## src/fspsc_pkg.sv

```systemverilog
// constants shared by the self-program section controller
// assumes word-addressed flash of 8k words behind one system clock
// What this block does
// - program op starts only from loader section
// - loader may program any page, itself included
// - loader boundary follows loader size fuses
// - separate lock pairs for application and loader
// - fixed boundary splits concurrent and stalling regions
// - region follows target page, not fetch address
// - concurrent-region op keeps cpu running
// - stalling-region op halts cpu throughout
// - concurrent-region reads invalid while programming
// - loader section always inside stalling region
// - busy flag reads one while region blocked by a concurrent-region op
// - busy stays until software clears it
// - separate fuse selects reset vector
// - programming by pages, fetch by single words
// - fuse unprogrammed gives application reset address
// - lock bits set back to one only by chip erase or reset
// - application lock one-zero refuses application writes
package fspsc_pkg;
    localparam int ADDR_W = 13;                    // flash word address width
    localparam int DATA_W = 16;                    // flash word width
    localparam int PAGE_BITS = 6;                  // words per page, log2
    localparam int PAGE_W = ADDR_W - PAGE_BITS;    // page number width
    // fixed split: stalling region is the top 1k words
    localparam logic [ADDR_W-1:0] STALL_BASE = 13'h1c00;
    // loader start per size fuse code, largest loader starting right at the split
    localparam logic [ADDR_W-1:0] LOADER_START_3 = 13'h1f80;
    localparam logic [ADDR_W-1:0] LOADER_START_2 = 13'h1f00;
    localparam logic [ADDR_W-1:0] LOADER_START_1 = 13'h1e00;
    localparam logic [ADDR_W-1:0] LOADER_START_0 = 13'h1c00;
    localparam logic [ADDR_W-1:0] APP_RESET_ADDR = 13'h0000;
    // register port
    localparam int RA_W = 4;
    localparam int RD_W = 8;
    localparam logic [RA_W-1:0] REG_CTRL_STATUS = 4'h0;
    localparam logic [RA_W-1:0] REG_LOCK = 4'h1;
    localparam logic [RA_W-1:0] REG_FUSE = 4'h2;
    // field positions
    localparam int CS_ACTIVE_BIT = 0;
    localparam int CS_HALT_BIT = 1;
    localparam int CS_BUSY_CLR_BIT = 4;
    localparam int CS_BUSY_BIT = 6;
    localparam int LK_APP_LO = 0;
    localparam int LK_LDR_LO = 2;
    // reset values: locks unprogrammed (ones)
    localparam logic [1:0] LOCK_RESET = 2'h3;
    localparam logic [1:0] APP_LOCK_NO_WRITE = 2'h2;
    // sequencer states, one-hot
    typedef enum logic [2:0] {
        ST_IDLE  = 3'b001,
        ST_CONC  = 3'b010,
        ST_STALL = 3'b100
    } fspsc_state_e;
endpackage

```

## src/fspsc_sync.sv

```systemverilog
// two-flop synchroniser for static pins and slow pulses
// assumes inputs may change at any time relative to the clock
`timescale 1ns/1ps
module fspsc_sync #(
    parameter int W = 1
) (
    input  wire logic         CLK_SYS,
    input  wire logic         RESET,
    input  wire logic [W-1:0] d,
    output logic      [W-1:0] q
);
    logic [W-1:0] meta_r;   // first stage, read by second stage only

    // both stages clear on reset
    always_ff @(posedge CLK_SYS) begin
        if (RESET) begin
            meta_r <= '0;
            q      <= '0;
        end else begin
            meta_r <= d;
            q      <= meta_r;
        end
    end
endmodule

```

## src/fspsc_region_dec.sv

```systemverilog
// classifies one flash word address into section and region
// assumes loader start is already decoded from the size fuses
`timescale 1ns/1ps
module fspsc_region_dec (
    input  wire logic [fspsc_pkg::ADDR_W-1:0] addr,
    input  wire logic [fspsc_pkg::ADDR_W-1:0] loader_start,
    output logic                              in_loader,
    output logic                              in_stall
);
    // movable section split
    assign in_loader = (addr >= loader_start);
    // fixed region split, fuses play no part
    assign in_stall  = (addr >= fspsc_pkg::STALL_BASE);
endmodule

```

## src/fspsc_top.sv

```systemverilog
// self-program sequencer: gates program ops, halts cpu, blocks reads
// assumes cpu request inputs and flash done come from the same clock;
// fuse and chip erase pins come from outside and are synchronised
//
// The register addresses and the plain strobed port were decided locally.
`timescale 1ns/1ps
module fspsc_top (
    input  wire logic                               CLK_SYS,
    input  wire logic                               RESET,
    input  wire logic [fspsc_pkg::RA_W-1:0]         REG_ADDR,
    input  wire logic [fspsc_pkg::RD_W-1:0]         REG_WDATA,
    input  wire logic                               REG_WR,
    input  wire logic                               REG_RD,
    output logic      [fspsc_pkg::RD_W-1:0]         REG_RDATA,
    input  wire logic                               PROG_REQ,
    input  wire logic [fspsc_pkg::ADDR_W-1:0]       PROG_PC,
    input  wire logic [fspsc_pkg::ADDR_W-1:0]       PROG_ADDR,
    input  wire logic                               PROG_WRITE,
    output logic                                    PROG_ACCEPT,
    output logic                                    PROG_REFUSE,
    output logic                                    CPU_HALT,
    input  wire logic                               FETCH_REQ,
    input  wire logic [fspsc_pkg::ADDR_W-1:0]       FETCH_ADDR,
    output logic                                    FETCH_VALID,
    output logic      [fspsc_pkg::DATA_W-1:0]       FETCH_DATA,
    input  wire logic [fspsc_pkg::DATA_W-1:0]       FLASH_RDATA,
    output logic                                    FLASH_START,
    output logic                                    FLASH_WRITE_OP,
    output logic      [fspsc_pkg::PAGE_W-1:0]       FLASH_PAGE,
    input  wire logic                               FLASH_DONE,
    input  wire logic [1:0]                         LOADER_SIZE_FUSES,
    input  wire logic                               RESET_VECTOR_FUSE,
    input  wire logic                               CHIP_ERASE,
    output logic      [fspsc_pkg::ADDR_W-1:0]       RESET_VECTOR
);
    localparam int AW = fspsc_pkg::ADDR_W;

    // synchronised pins
    logic [3:0]    pins_s;          // chip erase, vector fuse, size fuses
    logic [1:0]    size_fuse;       // loader size code
    logic          vec_fuse;        // reset vector select, 0 = programmed
    logic          erase_lvl;       // chip erase level after sync
    logic          erase_d_r;       // previous erase level
    logic          erase_pulse;     // rising edge of chip erase

    // decode results
    logic [AW-1:0] loader_start;    // first loader word
    logic          pc_in_loader;    // executing code sits in loader
    logic          tgt_in_loader;   // target page sits in loader
    logic          tgt_in_stall;    // target page in stalling region
    logic          fetch_in_stall;  // fetch address in stalling region
    logic          pc_in_stall;     // region of executing pc, checks only
    logic          fetch_in_loader; // section of fetch, checks only

    // state
    fspsc_pkg::fspsc_state_e state_r;
    fspsc_pkg::fspsc_state_e state_nxt;
    logic [1:0]    app_lock_r;      // application lock pair
    logic [1:0]    ldr_lock_r;      // loader lock pair
    logic          busy_r;          // concurrent region busy flag
    logic          busy_nxt;

    // request qualification
    logic          lock_ok;
    logic          accept;
    logic          refuse;
    logic          go_stall;
    logic          go_conc;
    logic          op_done;
    logic          busy_clr_wr;
    logic          lock_wr;
    logic          fetch_blocked;
    logic          fetch_ok;
    logic [fspsc_pkg::RD_W-1:0] rd_mux;

    fspsc_sync #(
        .W (4)
    ) u_pin_sync (
        .CLK_SYS (CLK_SYS),
        .RESET   (RESET),
        .d       ({CHIP_ERASE, RESET_VECTOR_FUSE, LOADER_SIZE_FUSES}),
        .q       (pins_s)
    );
    assign size_fuse = pins_s[1:0];
    assign vec_fuse  = pins_s[2];
    assign erase_lvl = pins_s[3];
    assign erase_pulse = erase_lvl && !erase_d_r;

    // loader boundary moves with the size fuses
    assign loader_start = (size_fuse == 2'h3) ? fspsc_pkg::LOADER_START_3 :
                          (size_fuse == 2'h2) ? fspsc_pkg::LOADER_START_2 :
                          (size_fuse == 2'h1) ? fspsc_pkg::LOADER_START_1 :
                                                fspsc_pkg::LOADER_START_0;

    // section of the executing instruction
    fspsc_region_dec u_pc_dec (
        .addr         (PROG_PC),
        .loader_start (loader_start),
        .in_loader    (pc_in_loader),
        .in_stall     (pc_in_stall)
    );
    // region of the page pointer, not of the fetch stream
    fspsc_region_dec u_tgt_dec (
        .addr         (PROG_ADDR),
        .loader_start (loader_start),
        .in_loader    (tgt_in_loader),
        .in_stall     (tgt_in_stall)
    );
    // region of the current fetch
    fspsc_region_dec u_fetch_dec (
        .addr         (FETCH_ADDR),
        .loader_start (loader_start),
        .in_loader    (fetch_in_loader),
        .in_stall     (fetch_in_stall)
    );

    // low lock bit programmed forbids writes into that section
    assign lock_ok = tgt_in_loader ? ldr_lock_r[0]
                                   : (app_lock_r != fspsc_pkg::APP_LOCK_NO_WRITE)
                                     && app_lock_r[0];
    // any page may be targeted, the loader itself included
    assign accept   = PROG_REQ && pc_in_loader && lock_ok
                      && (state_r == fspsc_pkg::ST_IDLE);
    assign refuse   = PROG_REQ && !accept;
    assign go_stall = accept && tgt_in_stall;
    assign go_conc  = accept && !tgt_in_stall;
    assign op_done  = FLASH_DONE && (state_r != fspsc_pkg::ST_IDLE);

    // register decode
    assign busy_clr_wr = REG_WR && (REG_ADDR == fspsc_pkg::REG_CTRL_STATUS)
                         && REG_WDATA[fspsc_pkg::CS_BUSY_CLR_BIT];
    assign lock_wr     = REG_WR && (REG_ADDR == fspsc_pkg::REG_LOCK);

    // busy: concurrent start sets, clear only when idle, set wins over clear
    assign busy_nxt = go_conc ? 1'b1 :
                      (busy_clr_wr && (state_r == fspsc_pkg::ST_IDLE)) ? 1'b0 :
                      busy_r;

    // concurrent region unreadable during any op and until cleared
    assign fetch_blocked = !fetch_in_stall
                           && (busy_r || (state_r != fspsc_pkg::ST_IDLE));
    assign fetch_ok = FETCH_REQ && !fetch_blocked && !CPU_HALT;

    assign rd_mux =
        (REG_ADDR == fspsc_pkg::REG_CTRL_STATUS) ?
            {1'b0, busy_r, 4'h0, CPU_HALT, (state_r != fspsc_pkg::ST_IDLE)} :
        (REG_ADDR == fspsc_pkg::REG_LOCK) ? {4'h0, ldr_lock_r, app_lock_r} :
        (REG_ADDR == fspsc_pkg::REG_FUSE) ? {5'h00, vec_fuse, size_fuse} :
        8'h00;

    // sequencer next state
    always_comb begin
        state_nxt = state_r;
        case (state_r)
            fspsc_pkg::ST_IDLE: begin
                if (go_stall) begin
                    state_nxt = fspsc_pkg::ST_STALL;
                end else if (go_conc) begin
                    state_nxt = fspsc_pkg::ST_CONC;
                end
            end
            fspsc_pkg::ST_CONC,
            fspsc_pkg::ST_STALL: begin
                if (FLASH_DONE) begin
                    state_nxt = fspsc_pkg::ST_IDLE;
                end
            end
            default: begin
                state_nxt = fspsc_pkg::ST_IDLE;
            end
        endcase
    end

    // state, busy flag and halt
    always_ff @(posedge CLK_SYS) begin
        if (RESET) begin
            state_r  <= fspsc_pkg::ST_IDLE;
            busy_r   <= 1'b0;
            CPU_HALT <= 1'b0;
        end else begin
            state_r  <= state_nxt;
            busy_r   <= busy_nxt;
            // halt held for the whole stalling op
            CPU_HALT <= go_stall || (CPU_HALT && !op_done);
        end
    end

    // lock pairs: software may only program, chip erase restores ones
    always_ff @(posedge CLK_SYS) begin
        if (RESET) begin
            app_lock_r <= fspsc_pkg::LOCK_RESET;
            ldr_lock_r <= fspsc_pkg::LOCK_RESET;
            erase_d_r  <= 1'b0;
        end else begin
            erase_d_r <= erase_lvl;
            if (erase_pulse) begin
                app_lock_r <= fspsc_pkg::LOCK_RESET;
                ldr_lock_r <= fspsc_pkg::LOCK_RESET;
            end else if (lock_wr) begin
                app_lock_r <= app_lock_r & REG_WDATA[fspsc_pkg::LK_APP_LO +: 2];
                ldr_lock_r <= ldr_lock_r & REG_WDATA[fspsc_pkg::LK_LDR_LO +: 2];
            end
        end
    end

    // cpu and flash side outputs
    always_ff @(posedge CLK_SYS) begin
        if (RESET) begin
            PROG_ACCEPT    <= 1'b0;
            PROG_REFUSE    <= 1'b0;
            FLASH_START    <= 1'b0;
            FLASH_WRITE_OP <= 1'b0;
            FLASH_PAGE     <= '0;
            FETCH_VALID    <= 1'b0;
            FETCH_DATA     <= '0;
        end else begin
            PROG_ACCEPT <= accept;
            PROG_REFUSE <= refuse;
            FLASH_START <= accept;
            if (accept) begin
                FLASH_WRITE_OP <= PROG_WRITE;
                // page number only; word bits ignored by the array
                FLASH_PAGE <= PROG_ADDR[AW-1:fspsc_pkg::PAGE_BITS];
            end
            FETCH_VALID <= fetch_ok;
            // blocked reads return zero rather than stale array data
            FETCH_DATA  <= fetch_ok ? FLASH_RDATA : '0;
        end
    end

    // register read data and reset vector
    always_ff @(posedge CLK_SYS) begin
        if (RESET) begin
            REG_RDATA    <= 8'h00;
            RESET_VECTOR <= fspsc_pkg::APP_RESET_ADDR;
        end else begin
            REG_RDATA    <= REG_RD ? rd_mux : 8'h00;
            RESET_VECTOR <= vec_fuse ? fspsc_pkg::APP_RESET_ADDR : loader_start;
        end
    end

    // checks
    app_refuse_a: assert property (@(posedge CLK_SYS) disable iff (RESET)
        PROG_REQ && !pc_in_loader |=> !FLASH_START && PROG_REFUSE)
        else $error("program op started from application section");
    loader_any_a: assert property (@(posedge CLK_SYS) disable iff (RESET)
        PROG_REQ && pc_in_loader && lock_ok && state_r == fspsc_pkg::ST_IDLE
        |=> FLASH_START)
        else $error("allowed loader program op not started");
    app_lock_a: assert property (@(posedge CLK_SYS) disable iff (RESET)
        PROG_REQ && !tgt_in_loader && app_lock_r == 2'h2 |=> !FLASH_START)
        else $error("locked application section written");
    stall_halt_a: assert property (@(posedge CLK_SYS) disable iff (RESET)
        state_r == fspsc_pkg::ST_STALL |-> CPU_HALT)
        else $error("cpu not halted during stalling op");
    conc_run_a: assert property (@(posedge CLK_SYS) disable iff (RESET)
        state_r == fspsc_pkg::ST_CONC |-> !CPU_HALT && busy_r)
        else $error("cpu halted or busy low during concurrent op");
    halt_release_a: assert property (@(posedge CLK_SYS) disable iff (RESET)
        state_r == fspsc_pkg::ST_STALL && FLASH_DONE |=> !CPU_HALT)
        else $error("halt not released after stalling op");
    busy_hold_a: assert property (@(posedge CLK_SYS) disable iff (RESET)
        busy_r && !busy_clr_wr |=> busy_r)
        else $error("busy flag dropped without software clear");
    fetch_block_a: assert property (@(posedge CLK_SYS) disable iff (RESET)
        FETCH_REQ && !fetch_in_stall && busy_r |=> !FETCH_VALID)
        else $error("concurrent region read while blocked");
    loader_inside_a: assert property (@(posedge CLK_SYS) disable iff (RESET)
        loader_start >= fspsc_pkg::STALL_BASE)
        else $error("loader section outside stalling region");
    reset_vec_a: assert property (@(posedge CLK_SYS) disable iff (RESET)
        !$past(RESET) |-> RESET_VECTOR == ($past(vec_fuse) ? fspsc_pkg::APP_RESET_ADDR
                                                            : $past(loader_start)))
        else $error("reset vector mismatch");
    // executing pc in loader is always in the stalling region
    pc_loader_stall_a: assert property (@(posedge CLK_SYS) disable iff (RESET)
        pc_in_loader |-> pc_in_stall)
        else $error("loader pc outside stalling region");
    // same holds for the fetch stream
    fetch_loader_stall_a: assert property (@(posedge CLK_SYS) disable iff (RESET)
        fetch_in_loader |-> fetch_in_stall)
        else $error("loader fetch outside stalling region");
    // concurrent op raises busy and leaves the cpu running
    conc_busy_set_a: assert property (@(posedge CLK_SYS) disable iff (RESET)
        go_conc |=> busy_r && !CPU_HALT)
        else $error("busy not set by concurrent op");
    // stalling op halts from its first cycle
    stall_start_a: assert property (@(posedge CLK_SYS) disable iff (RESET)
        go_stall |=> CPU_HALT && state_r == fspsc_pkg::ST_STALL)
        else $error("cpu not halted at stalling op start");
    // halted cpu gets no fetch data
    halt_fetch_a: assert property (@(posedge CLK_SYS) disable iff (RESET)
        CPU_HALT |=> !FETCH_VALID)
        else $error("fetch served while cpu halted");
    // page handed to the array is the pointer's page
    page_latch_a: assert property (@(posedge CLK_SYS) disable iff (RESET)
        accept |=> FLASH_START && FLASH_PAGE == $past(PROG_ADDR[AW-1:fspsc_pkg::PAGE_BITS]))
        else $error("wrong page handed to flash");
    // status read shows busy and halt as they stood
    status_bits_a: assert property (@(posedge CLK_SYS) disable iff (RESET)
        REG_RD && REG_ADDR == fspsc_pkg::REG_CTRL_STATUS
        |=> REG_RDATA[fspsc_pkg::CS_BUSY_BIT] == $past(busy_r)
            && REG_RDATA[fspsc_pkg::CS_HALT_BIT] == $past(CPU_HALT))
        else $error("status read shows wrong busy or halt");
    // chip erase restores both lock pairs
    erase_unlock_a: assert property (@(posedge CLK_SYS) disable iff (RESET)
        erase_pulse |=> app_lock_r == fspsc_pkg::LOCK_RESET
                        && ldr_lock_r == fspsc_pkg::LOCK_RESET)
        else $error("lock bits not restored by chip erase");
    // without chip erase no lock bit goes back to one
    lock_one_way_a: assert property (@(posedge CLK_SYS) disable iff (RESET)
        !erase_pulse |=> (app_lock_r & ~$past(app_lock_r)) == 2'h0
                         && (ldr_lock_r & ~$past(ldr_lock_r)) == 2'h0)
        else $error("lock bit set to one without chip erase");
endmodule

```

## config.mk

```make
export PLATFORM = sky130hd
export DESIGN_NAME = fspsc_top
export DESIGN_NICKNAME = d
export VERILOG_FILES = /design/src/fspsc_pkg.sv /design/src/fspsc_sync.sv /design/src/fspsc_region_dec.sv /design/src/fspsc_top.sv
export SDC_FILE = /design/constraint.sdc
export NUM_CORES = 1
export LEC_CHECK = 0
export BUFFER_PORTS_ARGS = -buffer_cell sky130_fd_sc_hd__buf_2
export CAP_MARGIN = 20
export CORE_ASPECT_RATIO = 1.2
export CORE_UTILIZATION = 47
export CTS_BUF_LIST = sky130_fd_sc_hd__clkbuf_8
export DETAILED_ROUTE_END_ITERATION = 10
export PLACE_DENSITY = 0.79
export SYNTH_ARGS = -nofsm -noshare
export SYNTH_HDL_FRONTEND = slang
export SYNTH_HIERARCHICAL = 1
export SYNTH_SLANG_ARGS = --single-unit
```

## constraint.sdc

```tcl
create_clock -name CLK_SYS -period 6 [get_ports CLK_SYS]
set_input_delay 0 -clock CLK_SYS [delete_from_list [all_inputs] [get_ports CLK_SYS]]
set_output_delay 0 -clock CLK_SYS [all_outputs]
set_load 0.05 [all_outputs]
```

* Word-level counts from Yosys, hierarchy flattened *
Cells that the tools add are included.

operators by class
  muxes and demuxes = 13
  divide/modulo/power cells = 0
  reduce and logical (&&, ||, !) cells = 36
  bitwise gates (word level) = 4
  equality and inequality tests = 12
  add/sub/neg operators = 0
  shifts and indexed selects = 0
  multipliers = 0
  magnitude comparators = 4

operators by type and width
  cell                    count
  $mux W10                3
  $ge A13 B13 Y1          2
  $ge A13 B13 Y1 const B  2
  $logic_and A1 B1 Y1     17
  $mux W3                 4
  $reduce_or A2 Y1        5
  $logic_not A1 Y1        7
  $mux W7                 1
  $pmux W3 S2             1
  $and A2 B2 Y2           2
  $eq A2 B2 Y1 const B    2
  $eq A4 B1 Y1 const B    1
  $eq A4 B2 Y1 const B    1
  $logic_not A4 Y1        1
  $mux W4                 1
  $ne A2 B2 Y1 const B    2
  $reduce_or A4 Y1        1
  $eq A3 B1 Y1 const B    1
  $eq A3 B2 Y1 const B    1
  $eq A3 B3 Y1 const B    1
  $mux W1                 3
  $ne A3 B1 Y1 const B    1
  $ne A3 B3 Y1 const B    1
  $reduce_or A3 Y1        1
  other kinds (5)         7

storage, ports and cells
  RAM bits = 0
  register bits = 66
  output and inout bits = 50
  ROM bits = 0
  logic and storage cells = 87
  input bits = 79
  bits in latches = 0
  memories kept = 0

* Logic depth before layout (Yosys ltp) *
  word-level depth = 12
  gate-level depth with buffers = 11
  gate-level depth less buffers = 10

* Hierarchy *
The synthesis kept the hierarchy.

modules (own cells, without submodules)
  module            instances  seq. area each (um^2)  cells each  area each (um^2)
  fspsc_top         1          920.9                  171         1749.2
  fspsc_region_dec  3          0.0                    46          326.6
  fspsc_sync        1          160.2                  16          210.2

* Least setup slack after synthesis *
OpenSTA, ideal clock, no wires.

  path kind = flip-flop to flip-flop
  start point = register u_pin_sync.q[0]
  end point = register FLASH_START
  buffers on the path = 1
  path slack = 3642 ps
  clock period less this slack = 2358 ps
  required time = 5885 ps
  stages on the path, launching flop included = 12
  setup time = 115 ps
  arrival time = 2243 ps
  path through = dfxtp_1 > or2_2 > inv_1 > ha_1 > nand4_1 > nor2_1 > o31a_1 > or3_1 > mux2_4 > and3_4 > buf_12 > and2_1

on the way
  longest elaborated chain between the ends = 8
  elaborated cells between the ends (all ways) = 12
  those cells by class = 2 x order compare; 3 x eq/ne; 4 x mux; 3 x reduce/logical

RTL lines
  item                       RTL line                source
  start: declaration         fspsc_sync.sv:10        output logic [W-1:0] q
  start signal: assignment   fspsc_sync.sv:21        q <= meta_r;
  $eq A2 B1 Y1               fspsc_top.sv:92         (size_fuse == 2'h1) ? fspsc_pkg::LOADER_START_1 :
  $mux W10                   fspsc_top.sv:92
  $mux W10                   fspsc_top.sv:91         (size_fuse == 2'h2) ? fspsc_pkg::LOADER_START_2 :
  $mux W10 (*)               fspsc_top.sv:90         assign loader_start = (size_fuse == 2'h3) ? fspsc_pkg::LOADER_START_3 :
  named net loader_start[9]  fspsc_top.sv:47         logic [AW-1:0] loader_start;
  $ge A13 B13 Y1 (*)         fspsc_region_dec.sv:11  assign in_loader = (addr >= loader_start);
  named net tgt_in_loader    fspsc_top.sv:49         logic tgt_in_loader;
  $mux W1 (*)                fspsc_top.sv:118        assign lock_ok = tgt_in_loader ? ldr_lock_r[0]
  $logic_and A1 B1 Y1 (*)    fspsc_top.sv:122        assign accept = PROG_REQ && pc_in_loader && lock_ok
  $logic_and A1 B1 Y1 (*)    fspsc_top.sv:123        && (state_r == fspsc_pkg::ST_IDLE);
  end signal: assignment     fspsc_top.sv:219        FLASH_START <= accept;
  end: declaration           fspsc_top.sv:27         output logic FLASH_START,

Mark *: on every way through the listed nets, which the timed path passes. The rest lies on a longest branch.
A chain may end at the register's enable or synchronous reset.

* Worst setup path in the final report *
  start point = register u_pin_sync.q[1]
  end point = register busy_r

on the way
  elaborated cells between the ends (all ways) = 15
  those cells by class = 2 x order compare; 3 x eq/ne; 5 x mux; 5 x reduce/logical

RTL lines
  item                                           RTL line                source
  $eq A2 B2 Y1                                   fspsc_top.sv:91
  $mux W10                                       fspsc_top.sv:91
  $mux W10 (*)                                   fspsc_top.sv:90
  named net loader_start[7]                      fspsc_top.sv:47
  $ge A13 B13 Y1 (*)                             fspsc_region_dec.sv:11
  named net tgt_in_loader                        fspsc_top.sv:49
  $mux W1 (*)                                    fspsc_top.sv:118
  $logic_and A1 B1 Y1 (*)                        fspsc_top.sv:122
  $logic_and A1 B1 Y1 (*)                        fspsc_top.sv:123
  $logic_and A1 B1 Y1 (*)                        fspsc_top.sv:126        assign go_conc = accept && !tgt_in_stall;
  $mux W1 or $reduce_bool A2 Y1 (tied branches)  --
  end signal: assignment                         fspsc_top.sv:182        busy_r <= busy_nxt;
  end: declaration                               fspsc_top.sv:60         logic busy_r;

Marked as above.

==> flow_metrics.env <==
export IMPL_root_buffer="clkbuf_8"
export IMPL_hold_depth=3
export IMPL_reg2reg_from="u_pin_sync/q[1]$_SDFF_PP0_"
export IMPL_critPathLaunchType="register"
export IMPL_final_layout_size_suffix_gt1_frac=0.279
export IMPL_grt_pass1_wl_mm=9.18
export IMPL_place_congestion=0.833
export IMPL_power_switching_mw=0.243
export IMPL_cts_tree="done"
export IMPL_cellLeakagePower_nw=1.84
export IMPL_hold_violations=0
export IMPL_grt_max_degree=20
export IMPL_clock_sinks=54
export IMPL_yosysWarnings=6
export IMPL_path_class="reg -> reg"
export IMPL_n_antenna_cell=0
export IMPL_holdCritStartpoint="FLASH_DONE"
export IMPL_die_w_um=70.1
export IMPL_p_int_mw=0.573
export IMPL_p_comb_frac=0.239
export IMPL_hpwl_mm=4.01
export IMPL_drc=0
export IMPL_dp_cells=455
export IMPL_dp_slack_ns=3.44
export IMPL_syn_area_per_cell_sq_um=9.36
export IMPL_vias_per_cell=4.67
export IMPL_antenna_found_initial=0
export IMPL_first_iter_violations=44
export IMPL_fin_crit_sh=0.429
export IMPL_clk_latency_ns=0.31
export IMPL_fin_cells=496
export IMPL_post_drt_wl_per_cell_um=11.3
export IMPL_h_tree_depth=2
export IMPL_hold_path_class="in -> reg"
export IMPL_num_vias=2314
export IMPL_fin_area_sq_um=3610
export IMPL_finalCriticalPeriod_ns=2.58
export IMPL_layout_nets=538
export IMPL_cpPeakStageDelay_ns=0.45
export IMPL_required_ns=6.19
export IMPL_routed_wl_mm=5.58
export IMPL_gr_total_overflow=0
export IMPL_grt_setup_unrepaired="no"
export IMPL_ant_nets=0
export IMPL_max_vdd_ir_drop_mv=0.196
export IMPL_clk_pin_slew_ns=0.10
export IMPL_dieArea_sq_um=5860
export IMPL_path_depth=10
export IMPL_area_delta_synth_final_pct=38.2
export IMPL_swShare=0.298
export IMPL_grt_usage=0.194
export IMPL_crit_buf_inv=1
export IMPL_timing_reg2reg_worst_path_depth=10
export IMPL_setup_violations_final=0
export IMPL_drv_cap=0
export IMPL_io_buffers=105
export IMPL_fin_skew_ns=0.0102
export IMPL_tns_ns=0
export IMPL_worstPathArrival_ns=2.77
export IMPL_cts_setup_buffers=0
export IMPL_tightestPinTransition_ns=0.670
export IMPL_final_core_util=0.677
export IMPL_path_max_fanout=12
export IMPL_grt_pass1_vias=2176
export IMPL_r2r_end="busy_r$_SDFFE_PP0P_"
export IMPL_p_seq_frac=0.471
export IMPL_syn_cell_area_sq_um=2610
export IMPL_relSlewSlack=0.547
export IMPL_first_pass_iters=4
export IMPL_postLayoutSetupSlackWorst_ns=3.42
export IMPL_synth_cells=279
export IMPL_final_max_slew_viol_count=0
export IMPL_start_util=0.490
export IMPL_status="completed"
export IMPL_floorplan_rows=29
export IMPL_core_area_sq_um=5330
export IMPL_power_density_nw_per_um2=226
export IMPL_crit_path_cell_trace="and2_1, inv_1, ha_1, nand4_1, nor2_1, o31a_1, or3_1, mux2_4, and3_4, a32o_1"
export IMPL_die_height_um=83.7
export IMPL_cts_made_buffers=5
export IMPL_cp_end_kind="register"
export IMPL_clk_path_buf_depth=2
export IMPL_max_freq_ghz=0.388
export IMPL_pwr_share_clk=0.290
export IMPL_crit_family="simple AND/OR/NAND/NOR gates"
export IMPL_placed_area_sq_um=3170
export IMPL_hold_end="state_r[0]$_SDFFE_PP1P_"
export IMPL_rrSetupSlack_ns=3.42
export IMPL_worst_path_max_delay_cell="dfxtp_1"
export IMPL_io_pins=129
[cell type report]
type	count	area, sq um
timing repair buffer	138	856
sequential	54	1080
multi-input combinational	201	1360
inverter	33	124
fill	442	1720
clock buffer	5	68.8
tap	62	77.6
clock inverter	3	41.3
[how the worst max path moves through the flow]
stage          slack [ns]                      to                  startpoint
6_report             3.42     busy_r$_SDFFE_PP0P_  u_pin_sync/q[1]$_SDFF_PP0_
3_3_place_gp         3.44     busy_r$_SDFFE_PP0P_  u_pin_sync/q[1]$_SDFF_PP0_
4_1_cts              3.41     busy_r$_SDFFE_PP0P_  u_pin_sync/q[1]$_SDFF_PP0_
5_1_grt              3.28     busy_r$_SDFFE_PP0P_  u_pin_sync/q[1]$_SDFF_PP0_
3_5_place_dp         3.44     busy_r$_SDFFE_PP0P_  u_pin_sync/q[1]$_SDFF_PP0_
2_1_floorplan        3.65  FLASH_START$_SDFF_PP0_  u_pin_sync/q[0]$_SDFF_PP0_
[metrics by stage]
stage	total power, mW	hold slack [ns]
3_5_place_dp	0.569	0.202
5_1_grt	0.854	0.0505
6_report	0.815	0.00485
4_1_cts	0.819	0.00466
3_3_place_gp	0.565	0.198
2_1_floorplan	0.530	0.0716
[routing by layer]
| layer | up-vias | global-route usage | routed length, um |
|---|---|---|---|
| met2 | 79 | 0.349 | 2870 |
| li1 | 1193 | - | - |
| met4 | 0 | 0.0636 | 92 |
| met5 | - | 0 | 0 |
| met3 | 12 | 0.0531 | 393 |
| met1 | 1030 | 0.217 | 2220 |
[sequential cells by signal, summed over array words and instances, names as in the netlist]
name,cells
REG_RDATA,5
busy_r,1
FLASH_PAGE,7
FETCH_DATA,16
RESET_VECTOR,4
ldr_lock_r,2
erase_d_r,1
FLASH_WRITE_OP,1
PROG_REFUSE,1
FETCH_VALID,1
FLASH_START,1
u_pin_sync/q,4
u_pin_sync/meta_r,4
CPU_HALT,1
app_lock_r,2
state_r,3
[worst register-to-register path, stage by stage (launching register included)]
cell,delay (ns)
dfxtp_1,0.45
and2_1,0.22
inv_1,0.06
ha_1,0.30
nand4_1,0.09
nor2_1,0.04
o31a_1,0.09
or3_1,0.39
mux2_4,0.34
and3_4,0.26
a32o_1,0.23
[timing repair]
action	CTS	global route
endpoints found under the setup margin	0	0
hold buffers	33	0
resized for setup	0	0
endpoints found under the hold margin	33	0
[power by group through the flow]
stage          registers (mW)  clock network (mW)  logic [mW]
2_1_floorplan           0.435                   0      0.0952
3_5_place_dp            0.392                   0       0.177
6_report                0.384               0.236       0.195
4_1_cts                 0.384               0.241       0.194
5_1_grt                 0.386               0.256       0.213
3_3_place_gp            0.391                   0       0.174
[layout by cell type, fill, tap and decap left out, types with 2 or more instances in the layout]
master	instances
ha_1	26
and2_1	23
conb_1	30
a21oi_1	13
and3_1	5
buf_2	105
inv_1	33
nor2b_1	12
nand2_1	24
or3_1	2
o21ai_0	4
dfxtp_1	54
nand4_1	9
dlygate4sd3_1	33
a21boi_1	2
nor2_1	7
a21o_1	2
o31a_1	2
mux2i_1	9
a21oi_2	2
nand3_1	5
o31ai_1	4
clkbuf_8	5
Note: power is estimated with default switching activity, not from simulation.
